$ cat config.mk
export PLATFORM = sky130hd
export DESIGN_NAME = ccpr_core_regs
export DESIGN_NICKNAME = d
export VERILOG_FILES = /design/src/ccpr_pkg.sv /design/src/ccpr_core_regs.sv
export SDC_FILE = /design/constraint.sdc
export NUM_CORES = 1
export LEC_CHECK = 0
export BUFFER_PORTS_ARGS = -buffer_cell sky130_fd_sc_hd__buf_2
export CAP_MARGIN = 40
export CORE_AREA = 2 2 251 253
export DETAILED_ROUTE_END_ITERATION = 8
export DIE_AREA = 0 0 253 255
export PLACE_DENSITY_LB_ADDON = 0.12
export SYNTH_ARGS = -nofsm -noshare
export SYNTH_HDL_FRONTEND = slang
export SYNTH_SLANG_ARGS = --single-unit
$ cat constraint.sdc
create_clock -name clk -period 3 [get_ports clk]
set_clock_uncertainty 0.15 [all_clocks]
set_input_delay 0.3 -clock clk [delete_from_list [all_inputs] [get_ports clk]]
set_output_delay 0.3 -clock clk [all_outputs]
set_load 0.02 [all_outputs]
$ cat src/ccpr_pkg.sv
// Constants and types shared by the core pointer register set.
`default_nettype none
package ccpr_pkg;
  // Register modules.
  localparam logic [3:0] MOD_ACC = 4'h9;
  localparam logic [3:0] MOD_PFX = 4'hb;
  localparam logic [3:0] MOD_IP = 4'hc;
  localparam logic [3:0] MOD_SYS = 4'hd;
  localparam logic [3:0] MOD_FRAME = 4'he;
  // Register indexes.
  localparam logic [4:0] IDX_IP = 5'h00;
  localparam logic [4:0] IDX_SP = 5'h01;
  localparam logic [4:0] IDX_IV = 5'h02;
  localparam logic [4:0] IDX_LC0 = 5'h06;
  localparam logic [4:0] IDX_LC1 = 5'h07;
  localparam logic [4:0] IDX_FRAME_OFFSET = 5'h03;
  localparam logic [4:0] IDX_DPC = 5'h04;
  localparam logic [4:0] IDX_FP = 5'h0b;
  // Reset values.
  localparam logic [15:0] ACC_RST = 16'h0000;
  localparam logic [15:0] PFX_RST = 16'h0000;
  localparam logic [15:0] IP_RST = 16'h8000;
  localparam logic [3:0] SP_RST = 4'hf;
  localparam logic [15:0] IV_RST = 16'h0000;
  localparam logic [15:0] LC_RST = 16'h0000;
  localparam logic [7:0] FRAME_OFFSET_RST = 8'h00;
  localparam logic [4:0] DPC_RST = 5'h1c;
  // Pointer control field positions.
  localparam int DPC_WBS_FRAME = 4;
  localparam int DPC_WBS_PTR1 = 3;
  localparam int DPC_WBS_PTR0 = 2;
  localparam int DPC_SDPS_HI = 1;
  localparam int DPC_SDPS_LO = 0;
  localparam int DPC_BITS = 5;
  // Source pointer codes.
  localparam logic [1:0] SRC_DP0 = 2'h0;
  localparam logic [1:0] SRC_DP1 = 2'h1;
  localparam logic [1:0] SRC_FRAME = 2'h2;
  // Pointer step requests.
  typedef enum logic [1:0] {
    STEP_NONE = 2'h0,
    STEP_INC = 2'h1,
    STEP_DEC = 2'h2
  } ccpr_step_type;
endpackage
`default_nettype wire
$ cat src/ccpr_core_regs.sv
// Core pointer register set: accumulators, prefix, instruction and stack pointers, loop counters, frame and pointer control.
`timescale 1ns/10ps
`default_nettype none
module ccpr_core_regs #(
  parameter int ACC_COUNT = 16
) (
  // Clock and reset.
  input wire logic clk,
  input wire logic rstn,
  // Register port.
  input wire logic regWrEn,
  input wire logic regRdEn,
  input wire logic [3:0] regModule,
  input wire logic [4:0] regIndex,
  input wire logic [15:0] regWrData,
  output logic [15:0] regRdData_q,
  output logic regRdValid_q,
  // Accumulators and ALU.
  input wire logic [3:0] accumulatorSelector,
  input wire logic aluWrEn,
  input wire logic [15:0] aluResult,
  output logic [15:0] accOperand_q,
  // Prefix.
  output logic [7:0] prefixHighData_q,
  output logic prefixSrcBank_q,
  output logic [1:0] prefixDstBank_q,
  // Program flow.
  input wire logic fetch,
  input wire logic stackPush,
  input wire logic stackPop,
  input wire logic intAck,
  input wire logic djnzZero,
  input wire logic djnzOne,
  input wire logic [15:0] djnzTarget,
  output logic [15:0] nextFetchPointer_q,
  output logic [3:0] stackTopIndex_q,
  // Frame and data pointers.
  input wire logic [15:0] frameBase,
  input wire logic frameBaseWritten,
  input wire logic frameRead,
  input wire logic frameWrite,
  input wire ccpr_pkg::ccpr_step_type frameStep,
  input wire logic dpRead,
  input wire logic dpWrite,
  input wire logic dpSelect,
  input wire ccpr_pkg::ccpr_step_type dpStep,
  input wire logic dp0Written,
  input wire logic dp1Written,
  output logic [15:0] frameAddressSum_q,
  output ccpr_pkg::ccpr_step_type dp0Step_q,
  output ccpr_pkg::ccpr_step_type dp1Step_q,
  output logic [2:0] widthSelect_q,
  output logic [1:0] activeSource_q,
  output logic sourceValid_q
);
  import ccpr_pkg::*;

  if (ACC_COUNT < 1 || ACC_COUNT > 16) begin : gCheck
    $error("ACC_COUNT must lie between 1 and 16");
  end

  function automatic logic regHit(input logic [3:0] m, input logic [4:0] i,
                                  input logic [3:0] wm, input logic [4:0] wi);
    regHit = (m == wm) && (i == wi);
  endfunction

  function automatic logic [7:0] stepOffset(input logic [7:0] v, input ccpr_step_type s);
    stepOffset = (s == STEP_INC) ? 8'(v + 8'h01) : (s == STEP_DEC) ? 8'(v - 8'h01) : v;
  endfunction

  // Registers.
  logic [15:0] acc_q [ACC_COUNT];
  logic [15:0] pfx_q;
  logic [2:0] pfxIdx_q;
  logic [15:0] ip_q;
  logic [3:0] sp_q;
  logic [15:0] iv_q;
  logic [15:0] lc0_q;
  logic [15:0] lc1_q;
  logic [7:0] frame_offset_q;
  logic [DPC_BITS-1:0] dpc_q;
  logic srcValid_q;

  // Write decode.
  wire logic accRegWr = regWrEn && (regModule == MOD_ACC);
  wire logic pfxWr = regWrEn && (regModule == MOD_PFX);
  wire logic ipWr = regWrEn && regHit(regModule, regIndex, MOD_IP, IDX_IP);
  wire logic spWr = regWrEn && regHit(regModule, regIndex, MOD_SYS, IDX_SP);
  wire logic ivWr = regWrEn && regHit(regModule, regIndex, MOD_SYS, IDX_IV);
  wire logic lc0Wr = regWrEn && regHit(regModule, regIndex, MOD_SYS, IDX_LC0);
  wire logic lc1Wr = regWrEn && regHit(regModule, regIndex, MOD_SYS, IDX_LC1);
  wire logic offsWr = regWrEn && regHit(regModule, regIndex, MOD_FRAME, IDX_FRAME_OFFSET);
  wire logic dpcWr = regWrEn && regHit(regModule, regIndex, MOD_FRAME, IDX_DPC);

  // Accumulators.
  wire logic accSelOk = ({1'b0, accumulatorSelector} < 5'(ACC_COUNT));
  logic [15:0] accNext [ACC_COUNT];
  genvar g;
  for (g = 0; g < ACC_COUNT; g++) begin : gAcc
    wire logic regSel = accRegWr && (regIndex == 5'(g));
    wire logic aluSel = aluWrEn && (accumulatorSelector == 4'(g));
    assign accNext[g] = regSel ? regWrData : aluSel ? aluResult : acc_q[g];
    always_ff @(posedge clk or negedge rstn)
    begin
      if (!rstn)
        acc_q[g] <= ACC_RST;
      else
        acc_q[g] <= accNext[g];
    end
  end
  // The operand is registered from the selected accumulator's next value, so it leaves a flip-flop yet does not lag the accumulator.
  wire logic [15:0] accOperandD = accSelOk ? accNext[accumulatorSelector] : 16'h0000;

  // Prefix: cleared every cycle unless written in that very cycle.
  wire logic [15:0] pfxD = pfxWr ? regWrData : PFX_RST;
  wire logic [2:0] pfxIdxD = pfxWr ? regIndex[2:0] : 3'h0;

  // Loop counters.
  wire logic [15:0] lc0Dec = 16'(lc0_q - 16'h0001);
  wire logic [15:0] lc1Dec = 16'(lc1_q - 16'h0001);
  wire logic [15:0] lc0D = lc0Wr ? regWrData : djnzZero ? lc0Dec : lc0_q;
  wire logic [15:0] lc1D = lc1Wr ? regWrData : djnzOne ? lc1Dec : lc1_q;
  wire logic djnzTake = (djnzZero && (lc0Dec != 16'h0000)) || (djnzOne && (lc1Dec != 16'h0000));

  // Instruction pointer: a write wins over every automatic change.
  wire logic [15:0] ipD = ipWr ? regWrData :
                          intAck ? iv_q :
                          djnzTake ? djnzTarget :
                          fetch ? 16'(ip_q + 16'h0001) : ip_q;

  // Stack pointer: an interrupt call pushes the return address as well.
  wire logic spUp = stackPush || intAck;
  wire logic [3:0] spD = spWr ? regWrData[3:0] :
                         (spUp && !stackPop) ? 4'(sp_q + 4'h1) :
                         (stackPop && !spUp) ? 4'(sp_q - 4'h1) : sp_q;

  wire logic [15:0] ivD = ivWr ? regWrData : iv_q;

  // Frame offset wraps inside eight bits; the base is an input and is never written here.
  wire ccpr_step_type frameReq = (frameRead || frameWrite) ? frameStep : STEP_NONE;
  wire logic [7:0] offsD = offsWr ? regWrData[7:0] : stepOffset(frame_offset_q, frameReq);
  wire logic [15:0] frameSumD = 16'(frameBase + {8'h00, offsD});

  // Data pointer steps for the pointer registers outside.
  wire logic dpAccess = dpRead || dpWrite;
  wire ccpr_step_type dp0StepD = (dpAccess && !dpSelect) ? dpStep : STEP_NONE;
  wire ccpr_step_type dp1StepD = (dpAccess && dpSelect) ? dpStep : STEP_NONE;

  // A change to a pointer marks it as the active source; a control write wins, then pointer zero, then pointer one, then the frame.
  wire logic dp0Mod = dp0Written || (dp0StepD != STEP_NONE);
  wire logic dp1Mod = dp1Written || (dp1StepD != STEP_NONE);
  wire logic frameMod = frameBaseWritten || offsWr || (frameReq != STEP_NONE);
  wire logic [1:0] sdpsD = dpcWr ? regWrData[DPC_SDPS_HI:DPC_SDPS_LO] :
                           dp0Mod ? SRC_DP0 : dp1Mod ? SRC_DP1 :
                           frameMod ? SRC_FRAME : dpc_q[DPC_SDPS_HI:DPC_SDPS_LO];
  wire logic [2:0] wbsD = dpcWr ? regWrData[DPC_WBS_FRAME:DPC_WBS_PTR0] : dpc_q[DPC_WBS_FRAME:DPC_WBS_PTR0];
  wire logic [DPC_BITS-1:0] dpcD = {wbsD, sdpsD};
  // The reset code is not yet a real selection; a control write or a change to any pointer makes it valid.
  wire logic srcValidD = srcValid_q || dpcWr || dp0Mod || dp1Mod || frameMod;
  wire logic [1:0] activeSrcD = sdpsD[1] ? SRC_FRAME : sdpsD;

  // Read multiplexer; unmapped locations read zero.
  wire logic accRdHit = (regModule == MOD_ACC) && ({1'b0, regIndex} < 6'(ACC_COUNT));
  wire logic [15:0] rdMux =
    accRdHit ? acc_q[regIndex[3:0]] :
    (regModule == MOD_PFX) ? pfx_q :
    regHit(regModule, regIndex, MOD_IP, IDX_IP) ? ip_q :
    regHit(regModule, regIndex, MOD_SYS, IDX_SP) ? {12'h000, sp_q} :
    regHit(regModule, regIndex, MOD_SYS, IDX_IV) ? iv_q :
    regHit(regModule, regIndex, MOD_SYS, IDX_LC0) ? lc0_q :
    regHit(regModule, regIndex, MOD_SYS, IDX_LC1) ? lc1_q :
    regHit(regModule, regIndex, MOD_FRAME, IDX_FRAME_OFFSET) ? {8'h00, frame_offset_q} :
    regHit(regModule, regIndex, MOD_FRAME, IDX_DPC) ? {11'h000, dpc_q} :
    regHit(regModule, regIndex, MOD_FRAME, IDX_FP) ? frameAddressSum_q : 16'h0000;
  wire logic [15:0] rdD = regRdEn ? rdMux : regRdData_q;

  always_ff @(posedge clk or negedge rstn)
  begin
    if (!rstn)
    begin
      pfx_q <= PFX_RST;
      pfxIdx_q <= 3'h0;
      ip_q <= IP_RST;
      sp_q <= SP_RST;
      iv_q <= IV_RST;
      lc0_q <= LC_RST;
      lc1_q <= LC_RST;
      frame_offset_q <= FRAME_OFFSET_RST;
      dpc_q <= DPC_RST;
      srcValid_q <= 1'b0;
    end
    else
    begin
      pfx_q <= pfxD;
      pfxIdx_q <= pfxIdxD;
      ip_q <= ipD;
      sp_q <= spD;
      iv_q <= ivD;
      lc0_q <= lc0D;
      lc1_q <= lc1D;
      frame_offset_q <= offsD;
      dpc_q <= dpcD;
      srcValid_q <= srcValidD;
    end
  end

  always_ff @(posedge clk or negedge rstn)
  begin
    if (!rstn)
    begin
      regRdData_q <= 16'h0000;
      regRdValid_q <= 1'b0;
      accOperand_q <= 16'h0000;
      prefixHighData_q <= 8'h00;
      prefixSrcBank_q <= 1'b0;
      prefixDstBank_q <= 2'h0;
      frameAddressSum_q <= 16'h0000;
      dp0Step_q <= STEP_NONE;
      dp1Step_q <= STEP_NONE;
      widthSelect_q <= DPC_RST[DPC_WBS_FRAME:DPC_WBS_PTR0];
      activeSource_q <= SRC_DP0;
    end
    else
    begin
      regRdData_q <= rdD;
      regRdValid_q <= regRdEn;
      accOperand_q <= accOperandD;
      prefixHighData_q <= pfxD[7:0];
      prefixSrcBank_q <= pfxIdxD[0];
      prefixDstBank_q <= pfxIdxD[2:1];
      frameAddressSum_q <= frameSumD;
      dp0Step_q <= dp0StepD;
      dp1Step_q <= dp1StepD;
      widthSelect_q <= wbsD;
      activeSource_q <= activeSrcD;
    end
  end

  assign nextFetchPointer_q = ip_q;
  assign stackTopIndex_q = sp_q;
  assign sourceValid_q = srcValid_q;
endmodule // ccpr_core_regs
`default_nettype wire

* Word level (Yosys, flattened, before mapping)
Cells that the tools add are included.
** Operators by class
- $lt $le $gt $ge :: 3
- Shift-type cells :: 0
- Multiplexer cells :: 73
- Div/mod/pow operators :: 0
- Equality and inequality tests :: 37
- Multipliers :: 0
- Bitwise gates (word level) :: 2
- Add/subtract/negate cells :: 8
- Reduce and logical (&&, ||, !) cells :: 82
** Operator list (number)
- 16-bit two-way mux :: 55
- 16-bit binary-select mux with 4-bit select :: 2
- 1-bit logical AND :: 56
- 4-bit == test (second input constant) :: 13
- 5-bit by 4-bit == test with 1-bit output (second input constant) :: 8
- 16-bit nonzero test :: 2
- 16-bit by 1-bit subtractor with 16-bit output (second input constant) :: 2
- 8-bit two-way mux :: 3
- 5-bit by 3-bit == test with 1-bit output (second input constant) :: 4
- 16-bit by 1-bit adder with 16-bit output (second input constant) :: 1
- 16-bit by 8-bit adder with 16-bit output :: 1
- 4-bit by 3-bit == test with 1-bit output (second input constant) :: 4
- 2-bit two-way mux :: 8
- 1-bit logical OR :: 12
- 4-bit two-way mux :: 3
- 5-bit by 2-bit == test with 1-bit output (second input constant) :: 2
- 5-bit greater-or-equal comparator (second input constant) :: 2
- 4-bit inverter with 5-bit output :: 2
- 2-bit nonzero test :: 5
- 8-bit by 1-bit adder with 8-bit output (second input constant) :: 1
- 4-bit by 2-bit == test with 1-bit output (second input constant) :: 2
- 8-bit by 1-bit subtractor with 8-bit output (second input constant) :: 1
- 3-bit two-way mux :: 2
- 5-bit by 1-bit == test with 1-bit output (second input constant) :: 1
- other kinds (11) :: 13
** Storage, ports and cells
- Register bits :: 423
- Memories kept :: 0
- ROM bits :: 0
- Bits in writable memories :: 0
- Bits in latches :: 0

* Logic depth before layout (Yosys ltp)
Gate-level depths: netlist of the first run.
- Depth after elaboration :: 12
- Mapped depth :: 16
- Gate-level depth less buffers :: 16

* Worst setup path after synthesis of the first run
OpenSTA, ideal clock, no wires.
- Path kind :: input -> register
- Start :: input regIndex[1]
- End :: register frameAddressSum_q[10]
- Slack :: -854 ps
- Library setup time :: 79 ps
- Stages :: 16
- Data required time :: 2771 ps
- Arrival :: 3625 ps
- Cell sequence :: clkbuf_1 > nand3b_1 > nor4_2 > nand2_1 > mux2_2 > ha_1 > inv_1 > fa_1 > nor2b_1 > o21ai_0 > a21boi_0 > o21ai_0 > a21boi_0 > o21ai_0 > a21oi_1 > xor2_1
** On the way
- Cells in the longest elaborated chain, start to end :: 5
** Ends and longest elaborated chain
- start: declaration :: RTL line ccpr_core_regs.sv:14 : input wire logic [4:0] regIndex,
- 5-bit by 2-bit == test with 1-bit output :: RTL line ccpr_core_regs.sv:64 : regHit = (m == wm) && (i == wi);
- 1-bit logical AND :: RTL line ccpr_core_regs.sv:64
- 1-bit logical AND :: RTL line ccpr_core_regs.sv:92 : wire logic offsWr = regWrEn && regHit(regModule, regIndex, MOD_FRAME, IDX_FRAME_OFFSET);
- 8-bit two-way mux :: RTL line ccpr_core_regs.sv:141 : wire logic [7:0] offsD = offsWr ? regWrData[7:0] : stepOffset(frame_offset_q, frameReq);
- named net offsD[0] :: RTL line ccpr_core_regs.sv:141
- 16-bit by 8-bit adder with 16-bit output :: RTL line ccpr_core_regs.sv:142 : wire logic [15:0] frameSumD = 16'(frameBase + {8'h00, offsD});
- named net frameSumD[10] :: RTL line ccpr_core_regs.sv:142
- end signal: assignment :: RTL line ccpr_core_regs.sv:231 : frameAddressSum_q <= frameSumD;
- end: declaration :: RTL line ccpr_core_regs.sv:49 : output logic [15:0] frameAddressSum_q,
The timed path passes the listed nets, and every way through them passes these cells.
A chain may end at the register's enable or synchronous reset.

* Worst setup path after layout of the first run
- Start :: register frame_offset_q[0]
- End :: register frameAddressSum_q[13]
** On the way
- Cells in the longest elaborated chain, start to end :: 5
- Elaborated cells on any way between the ends :: 6
** Ends and longest elaborated chain
- start: declaration :: RTL line ccpr_core_regs.sv:80 : logic [7:0] frame_offset_q;
- start signal: assignment :: RTL line ccpr_core_regs.sv:201 : frame_offset_q <= offsD;
- 8-bit by 1-bit subtractor with 8-bit output :: RTL line ccpr_core_regs.sv:68 : stepOffset = (s == STEP_INC) ? 8'(v + 8'h01) : (s == STEP_DEC) ? 8'(v - 8'h01) : v;
- 8-bit two-way mux :: RTL line ccpr_core_regs.sv:68
- 8-bit two-way mux * :: RTL line ccpr_core_regs.sv:68
- 8-bit two-way mux * :: RTL line ccpr_core_regs.sv:141
- named net offsD[1] :: RTL line ccpr_core_regs.sv:141
- 16-bit by 8-bit adder with 16-bit output * :: RTL line ccpr_core_regs.sv:142
- named net frameSumD[13] :: RTL line ccpr_core_regs.sv:142
The timed path passes the listed nets; every way through them passes the cells marked *.

==> metrics.log, run 1 <==
INFO  metric ant_nets = 0
INFO  metric finalHoldWorstSlack = 0.0272 ns
INFO  metric chipWidth = 253 µm
INFO  metric cts_num_sinks = 411
INFO  metric synth_largest_type_area_fraction = 41.2%
INFO  metric vdd_ir_drop_max = approximately 0.4 mV
INFO  metric dpl-instance-area = 0.0277 mm²
INFO  metric synth_area_per_cell = 10.4 µm²
INFO  metric worstHoldStart = regWrData[2]
INFO  metric cts_inserted_buffers = 49
INFO  metric clk_pin_slew_worst_paths = 0.06 ns
INFO  metric timing.slew.headroom = 49.9%
INFO  metric vias = approximately 20,000
INFO  metric path_max_fanout = 3
INFO  metric cp.arrival = roughly 3.3 ns
INFO  metric postLayoutCellArea = approximately 0.030 mm²
INFO  metric slew_at_the_pin_closest_to_its_max_slew_limit = approximately 0.75 ns
INFO  metric clk_root_buffer_cell = sky130_fd_sc_hd__clkbuf_16
INFO  metric syn_inst = 2,347
INFO  metric core_region_area = 0.0622 mm²
INFO  metric clk_path_buf_depth = 3
INFO  metric synth_sequential_area_ratio = 42.0%
INFO  metric dominantRegCellSynth = sky130_fd_sc_hd__dfrtp_1
INFO  metric fraction_of_registers_with_async_set_reset = 100%
INFO  metric p_leak = 13.4 nW
INFO  metric grt_pass1_vias = 20,563
INFO  metric route.final.wire_length = 90.9 mm
INFO  metric io_pins = 190
INFO  metric synth_common_cells = sky130_fd_sc_hd__dfrtp_1, sky130_fd_sc_hd__nor2_1, sky130_fd_sc_hd__a21oi_1
INFO  metric setup_viol_count_final = 0
INFO  metric grt.total_usage = 28.4%
INFO  metric rrSetupSlack = 0.08 ns
INFO  metric ys_ff_latch = about 400
INFO  metric drc_errors = 0
INFO  metric worstSkewPairLatency = 0.61 ns
INFO  metric die_y = approximately 260 µm
INFO  metric grt_setup_unrepaired = true
INFO  metric run_status = finished clean
INFO  metric cts_htree_levels = 2
INFO  metric number_of_antenna_violations_at_the_first_check_in_global_routing = 11
INFO  metric area_occupied_by_multi_input_gates = roughly 0.013 mm²
INFO  metric ys_top_cells_by_area = sky130_fd_sc_hd__dfrtp_1, sky130_fd_sc_hd__mux4_2, sky130_fd_sc_hd__mux2i_1
INFO  metric number_of_enable_type_register_cells_in_the_synthesized_netlist = 0
INFO  metric final-hold-violation-count = 0
INFO  metric synthesis.nets = 2,466
INFO  metric finalMaxSlewViolations = 0
INFO  metric timing.final.crit_period = just under 3 ns
INFO  metric area_growth = 23.0%
INFO  metric fmax = 342 MHz
INFO  metric floorplan_die_area = 0.0645 mm²
INFO  metric sequential_cell_area = 0.0103 mm²
INFO  metric sort_of_element_at_the_start_of_the_critical_path = register
INFO  metric cp_data_required_time = 3.36 ns
INFO  metric share_of_post_route_cells_with_drive_strength_above_1 = between 20 and 30%
INFO  metric grt_max_degree = 71
INFO  metric global_route_wire_length_before_repair = ~140 mm
INFO  metric post_drt_wl_per_cell = 26.2 µm
INFO  metric detailedRoute.firstPassIterationCount = 5
INFO  metric crit_path_start = frame_offset_q[0]$_DFF_PN0_
INFO  metric critical_path_class = reg -> reg
INFO  metric netlist.top_cell.by_area = sky130_fd_sc_hd__dfrtp_1
INFO  metric end_kind = register
INFO  metric start_util = 39.4%
INFO  metric initialDrtViolationCount = 1,843
INFO  metric place_congestion = 0.897
INFO  metric fill_cells = 5,689
INFO  metric hold_path.class = in -> reg
INFO  metric power_density = 680 mW/mm²
INFO  metric io_buffer_count = roughly 190
INFO  metric ratio_of_final_minimum_period_to_clock_period = 97.4%
INFO  metric post_synth_instance_area = 0.0245 mm²
INFO  metric tritoncts = built
INFO  metric yosysWarningCount = 0
INFO  metric globalRoute.totalOverflow = 0
INFO  metric most_frequently_used_cell_type_in_the_post_synthesis_netlist = sky130_fd_sc_hd__dfrtp_1
INFO  metric reg2reg_from = frame_offset_q[0]$_DFF_PN0_
INFO  metric place.detailed.hpwl = 62.5 mm
INFO  metric synth.lib_cells_used.distinct = 72
INFO  metric fp-row-count = 92
INFO  metric drv.max_cap_violation_count = 0
INFO  metric finish.net_count = 2,751
INFO  metric drt-vias-per-instance = 5.82
where the power goes:
part | internal (mW) | switching (mW) | total (mW)
clock network | 3.41 | 2.52 | 5.93
registers | 6.90 | 0.994 | 7.89
logic | 3.29 | 3.37 | 6.66
final timing paths:
| check | endpoint | cells past startpoint |
|---|---|---|
| min reg2reg | dpc_q[4]$_DFFE_PN1P_ | 2 |
| max reg2reg | frameAddressSum_q[13]$_DFF_PN0_ | 14 |
| max | frameAddressSum_q[13]$_DFF_PN0_ | 14 |
| min in group asynchronous | dp1Step_q[0]$_DFF_PN0_ | 2 |
| min | frame_offset_q[2]$_DFF_PN0_ | 2 |
| max in group asynchronous | acc_q[166]$_DFF_PN0_ | 3 |
cells in the final DEF, fill, tap and decap left out, drive strengths merged, types with 4 or more instances in the layout:
master	n
nor4	11
mux2i	269
buf	407
a22o	24
a22oi	11
nand4	11
nand3	26
nor3	30
a21oi	327
mux2	30
o31ai	4
dfrtp	403
nand2	104
ha	17
a222oi	4
and3	27
xor2	16
nand3b	24
nor3b	6
clkbuf	73
nand2b	5
mux4	144
xnor2	53
dfstp	8
or3	7
o21ai	31
clkinv	12
nor2	373
nor4b	8
inv	32
o21a	4
a31oi	18
a221o	18
dlygate4sd3	53
nor2b	7
a221oi	27
sequential cells by signal, indices dropped and copies added (netlist names), 2 cells and up:
register / flops
acc_q: 256
dp1Step_q: 2
frame_offset_q: 8
nextFetchPointer_q: 16
dp0Step_q: 2
dpc_q: 5
iv_q: 16
lc1_q: 16
stackTopIndex_q: 4
pfx_q: 9
accOperand_q: 16
prefixHighData_q: 7
regRdData_q: 16
lc0_q: 16
prefixDstBank_q: 2
frameAddressSum_q: 16
critical path, stage by stage, from the launching register on:
cell and delay [ns]:
sky130_fd_sc_hd__dfrtp_1 0.39, sky130_fd_sc_hd__inv_2 0.06, sky130_fd_sc_hd__ha_4 0.27, sky130_fd_sc_hd__o21ai_2 0.05
sky130_fd_sc_hd__mux2_4 0.26, sky130_fd_sc_hd__mux2_4 0.29, sky130_fd_sc_hd__ha_4 0.21, sky130_fd_sc_hd__a21o_1 0.16
sky130_fd_sc_hd__a21oi_2 0.16, sky130_fd_sc_hd__o21ai_2 0.07, sky130_fd_sc_hd__a21oi_2 0.21, sky130_fd_sc_hd__o21ai_2 0.11
sky130_fd_sc_hd__a21o_1 0.21, sky130_fd_sc_hd__nand4_1 0.10, sky130_fd_sc_hd__xnor2_1 0.13
repair_timing:
action / 4_1_cts / 5_1_grt
hold endpoints to repair: 418 / 0
resized for setup: 18 / 32
endpoints found under the setup margin: 23 / 24
pin swaps: 10 / 23
hold buffers: 53 / 0
buffers inserted: 5 / 3
area by class of cell:
class	count	area share (%)
clock buffers	73	4.67
clock inverters	15	0.515
multi-input cells	1679	44.7
diodes	2	0.0166
inverters	31	0.386
well taps	799	3.32
flip-flops and latches	411	34.2
repair buffers	460	12.2
cells by family after synthesis:
logic type               synth area share (%)
AO/OA/AOI/OAI                            12.2
XOR/XNOR                                 2.47
adder cells (fa/ha/maj)                  1.03
buffers and inverters                    4.36
flip-flops                               42.0
multiplexers                             25.6
AND/OR/NAND/NOR                          12.3
per-stage QoR:
stage	total power, mW	std cells	setup slack, ns	util, %	TNS (ns)
2_1_floorplan	11.9	2347	-0.240	-	-1.18
3_3_place_gp	14.1	3318	-0.410	44.6	-3.70
3_5_place_dp	14.2	3319	-0.435	44.6	-5.14
4_1_cts	20.3	3465	-0.0574	48.2	-0.190
5_1_grt	21.5	3468	-0.0593	48.5	-0.271
6_report	20.5	3470	0.0777	48.5	0
layer usage:
metal	wire length, µm	global-route usage, %	vias up	part of all wire (%)
met5	81	0	-	0.089
met4	2780	8.35	14	3.1
met2	42800	47.1	724	47
li1	-	-	9141	-
met3	5930	5.24	171	6.5
met1	39300	38.2	10138	43
(Power assumes the default switching activity.)
==> inputs of run 2 (changes only) <==
--- a/config.mk
+++ b/config.mk
@@ -7,9 +7,9 @@
 export LEC_CHECK = 0
 export BUFFER_PORTS_ARGS = -buffer_cell sky130_fd_sc_hd__buf_2
 export CAP_MARGIN = 40
-export CORE_AREA = 2 2 251 253
+export CORE_AREA = 2 2 323 325
 export DETAILED_ROUTE_END_ITERATION = 8
-export DIE_AREA = 0 0 253 255
+export DIE_AREA = 0 0 325 327
 export PLACE_DENSITY_LB_ADDON = 0.12
 export SYNTH_ARGS = -nofsm -noshare
 export SYNTH_HDL_FRONTEND = slang
==> constraint.sdc (replaced) <==
create_clock -name clk -period 2.9 [get_ports clk]
set_clock_uncertainty 0.15 [all_clocks]
set_input_delay 0.29 -clock clk [delete_from_list [all_inputs] [get_ports clk]]
set_output_delay 0.29 -clock clk [all_outputs]
set_load 0.02 [all_outputs]
==> run 2 against run 1 <==
The flow now finishes with violations (setup timing). Sequential share of layout area is 2.4 points lower. Clock-buffer cell count is 7 higher. Clock power is 14% higher. Design area is 7.5% higher. Final cell count is 21% higher. Die area is 65% higher. Worst hold slack worse by 0.012 ns. Global-route usage is 8.3 points lower. Critical path type unchanged. Power is 9.6% higher. Via count is 3.0% higher. Non-clock buffer count is 126 higher. Highest routed layer unchanged. Combinational power is 13% higher.
==> metrics.log, run 2 (synthesis gave the netlist of run 1 again) <==
INFO  metric grt_pass1_vias = 21,650 (was 20,563)
INFO  metric globalRoute.totalOverflow = 0 (unchanged)
INFO  metric route.final.wire_length = 109 mm (was 90.9 mm)
INFO  metric core_region_area = 0.103 mm² (was 0.0622 mm²)
INFO  metric dpl-instance-area = 0.0295 mm² (was 0.0277 mm²)
INFO  metric ant_nets = 0 (unchanged)
INFO  metric clk_root_buffer_cell = sky130_fd_sc_hd__clkbuf_16 (unchanged)
INFO  metric clk_path_buf_depth = 3 (unchanged)
INFO  metric critPathMostFrequentCell = sky130_fd_sc_hd__o21ai_2 (unchanged)
INFO  metric drv.max_cap_violation_count = 0 (unchanged)
INFO  metric detailedRoute.firstPassIterationCount = 6 (was 5)
INFO  metric layout_common_cells = sky130_fd_sc_hd__dfrtp_1, sky130_fd_sc_hd__nor2_1, sky130_fd_sc_hd__a21oi_1 (unchanged)
INFO  metric numPlacedInstances = 3,998 (was 3,319)
INFO  metric setup_slack_after_layout = -0.0927 ns (was 0.0777 ns)
INFO  metric hold_path.class = in -> async (was in -> reg)
INFO  metric place_congestion = 0.829 (was 0.897)
INFO  metric fin_total_pwr = 22.4 mW (was 20.5 mW)
INFO  metric initialDrtViolationCount = 1,656 (was 1,843)
INFO  metric chipWidth = 325 µm (was 253 µm)
INFO  metric worstSkewPairLatency = 0.62 ns (was 0.61 ns)
INFO  metric timing.final.crit_period = 2.99 ns (was 2.92 ns)
INFO  metric grt_max_degree = 90 (was 71)
INFO  metric grt_setup_unrepaired = true (unchanged)
INFO  metric detailedPlace.worstSlack = -0.596 ns (was -0.435 ns)
INFO  metric cp.arrival = 3.34 ns (was 3.28 ns)
INFO  metric finish.net_count = 2,882 (was 2,751)
INFO  metric postLayoutCoreUtil = 31.5% (was 48.5%)
INFO  metric fmax = 334 MHz (was 342 MHz)
INFO  metric cts_num_sinks = 411 (unchanged)
INFO  metric max_flop_register = acc_q (unchanged)
INFO  metric sort_of_element_at_the_start_of_the_critical_path = register (unchanged)
INFO  metric run_status = finished, violations left (was finished clean)
INFO  metric die_y = 327 µm (was 255 µm)
INFO  metric power_density = 693 mW/mm² (was 680 mW/mm²)
INFO  metric io_pins = 190 (unchanged)
INFO  metric place.detailed.hpwl = 74.8 mm (was 62.5 mm)
INFO  metric drc_errors = 0 (unchanged)
INFO  metric global_route_wire_length_before_repair = 158 mm (was 136 mm)
INFO  metric share_of_post_route_cells_with_drive_strength_above_1 = 30.8% (was 28.0%)
INFO  metric crit_path_cell_trace = inv_1 -> ha_4 -> o21ai_2 -> mux2_4 -> mux2_4 -> inv_2 -> fa_2 -> nor2b_2 -> o21ai_2 -> a21boi_4 -> o21ai_2 -> a21boi_2 -> o21ai_4 -> a21oi_2 -> xor2_1 (was inv_2 -> ha_4 -> o21ai_2 -> mux2_4 -> mux2_4 -> ha_4 -> a21o_1 -> a21oi_2 -> o21ai_2 -> a21oi_2 -> o21ai_2 -> a21o_1 -> nand4_1 -> xnor2_1)
INFO  metric end_kind = register (unchanged)
INFO  metric finalMaxSlewViolations = 0 (unchanged)
INFO  metric floorplan_die_area = 0.106 mm² (was 0.0645 mm²)
INFO  metric critical_path_class = reg -> reg (unchanged)
INFO  metric final.setup.tns = -0.583 ns (was 0 ns)
INFO  metric finalHoldWorstSlack = 0.0148 ns (was 0.0272 ns)
INFO  metric cts_inserted_buffers = 54 (was 49)
INFO  metric cts_htree_levels = 2 (unchanged)
INFO  metric drt-vias-per-instance = 4.96 (was 5.82)
INFO  metric postLayoutCellArea = 0.0324 mm² (was 0.0301 mm²)
INFO  metric io_buffer_count = 189 (unchanged)
INFO  metric start_util = 23.8% (was 39.4%)
INFO  metric largest_register_ff_count = 256 (unchanged)
INFO  metric slew_at_the_pin_closest_to_its_max_slew_limit = 0.748 ns (was 0.746 ns)
INFO  metric critical-path-slowest-cell = sky130_fd_sc_hd__dfrtp_1 (unchanged)
INFO  metric grt.total_usage = 20.1% (was 28.4%)
INFO  metric cp_data_required_time = 3.24 ns (was 3.36 ns)
INFO  metric vias = 20,801 (was 20,188)
INFO  metric fin_cells = 4,193 (was 3,470)
INFO  metric cp_slowest_stage_delay = 0.38 ns (was 0.39 ns)
INFO  metric clk_pin_slew_worst_paths = 0.06 ns (about the same)
INFO  metric fp-row-count = 118 (was 92)
INFO  metric violations = setup timing
INFO  metric fill_cells = 10,566 (was 5,689)
INFO  metric timing.slew.headroom = 50.2% (was 49.9%)
INFO  metric number_of_antenna_violations_at_the_first_check_in_global_routing = 15 (was 11)
INFO  metric leading_cell_type_in_the_layout_fill_and_taps_excluded = sky130_fd_sc_hd__dfrtp_1 (unchanged)
INFO  metric p_leak = 14.2 nW (was 13.4 nW)
INFO  metric area_growth = 32.3% (was 23.0%)
INFO  metric vdd_ir_drop_max = 0.425 mV (was 0.400 mV)
INFO  metric post_drt_wl_per_cell = 25.9 µm (was 26.2 µm)
INFO  metric tritoncts = built (unchanged)
INFO  metric setup_viol_count_final = 8 (was 0)
INFO  metric path_max_fanout = 4 (was 3)
INFO  metric ratio_of_final_minimum_period_to_clock_period = 103% (was 97.4%)
INFO  metric final-hold-violation-count = 0 (unchanged)
-- run 2: critical path: cells and delay by family, from the launching register on --
family	cells	cell delay [ns]
mux	2	0.56
compound gates	7	0.95
simple gates	1	0.05
flops	1	0.38
xor+xnor	1	0.14
fa+ha+maj	2	0.48
buf+inv	2	0.15
-- run 2: power by group --
group / internal (mW) / leakage (nW) / total [mW] / switching [mW]
combinational: 3.78 / 8.23 / 7.51 / 3.74
sequential: 7.14 / 5.07 / 8.17 / 1.03
clock: 3.95 / 0.876 / 6.76 / 2.81
total: 14.9 / 14.2 / 22.4 / 7.57
-- run 2: timing repair --
action,4_1_cts,5_1_grt
hold buffers,76,1
endpoints found under the setup margin,19,28
buffers inserted,5,7
gates resized for setup,22,28
pin swaps,19,24
endpoints found under the hold margin,494,1
cloned,0,0
-- run 2: metal layers --
layer	wire length, µm	share of wire, %	GRT usage (%)
met4	2210	2.0	4.63
met2	51000	47	33.0
met5	79	0.073	0
met3	6510	6.0	3.45
met1	48800	45	27.8
-- run 2: final timing paths --
kind                                             start                              end  slack, ns  cells past startpoint
hold / removal                                    rstn             acc_q[154]$_DFF_PN0_       0.01                      2
hold reg to reg                   dpc_q[4]$_DFFE_PN1P_             dpc_q[4]$_DFFE_PN1P_       0.36                      2
setup / recovery           frame_offset_q[0]$_DFF_PN0_  frameAddressSum_q[10]$_DFF_PN0_      -0.09                     15
max in group asynchronous                         rstn             dpc_q[3]$_DFFE_PN1P_       1.57                      3
min in group clk                          regWrData[5]             lc0_q[5]$_DFFE_PN0P_       0.05                      3
setup reg to reg           frame_offset_q[0]$_DFF_PN0_  frameAddressSum_q[10]$_DFF_PN0_      -0.09                     15
-- run 2: layout make-up --
class                           instances  area, µm²  share of cell area (%)
Timing Repair Buffer                  586       5000                    15.4
Inverter                               31        116                   0.359
Antenna cell                            6       15.0                  0.0464
Tap cell                             1380       1730                    5.33
Clock buffer                           80       1590                    4.91
Sequential cell                       411      10300                    31.8
Clock inverter                         20        160                   0.494
Multi-Input combinational cell       1679      13500                    41.6
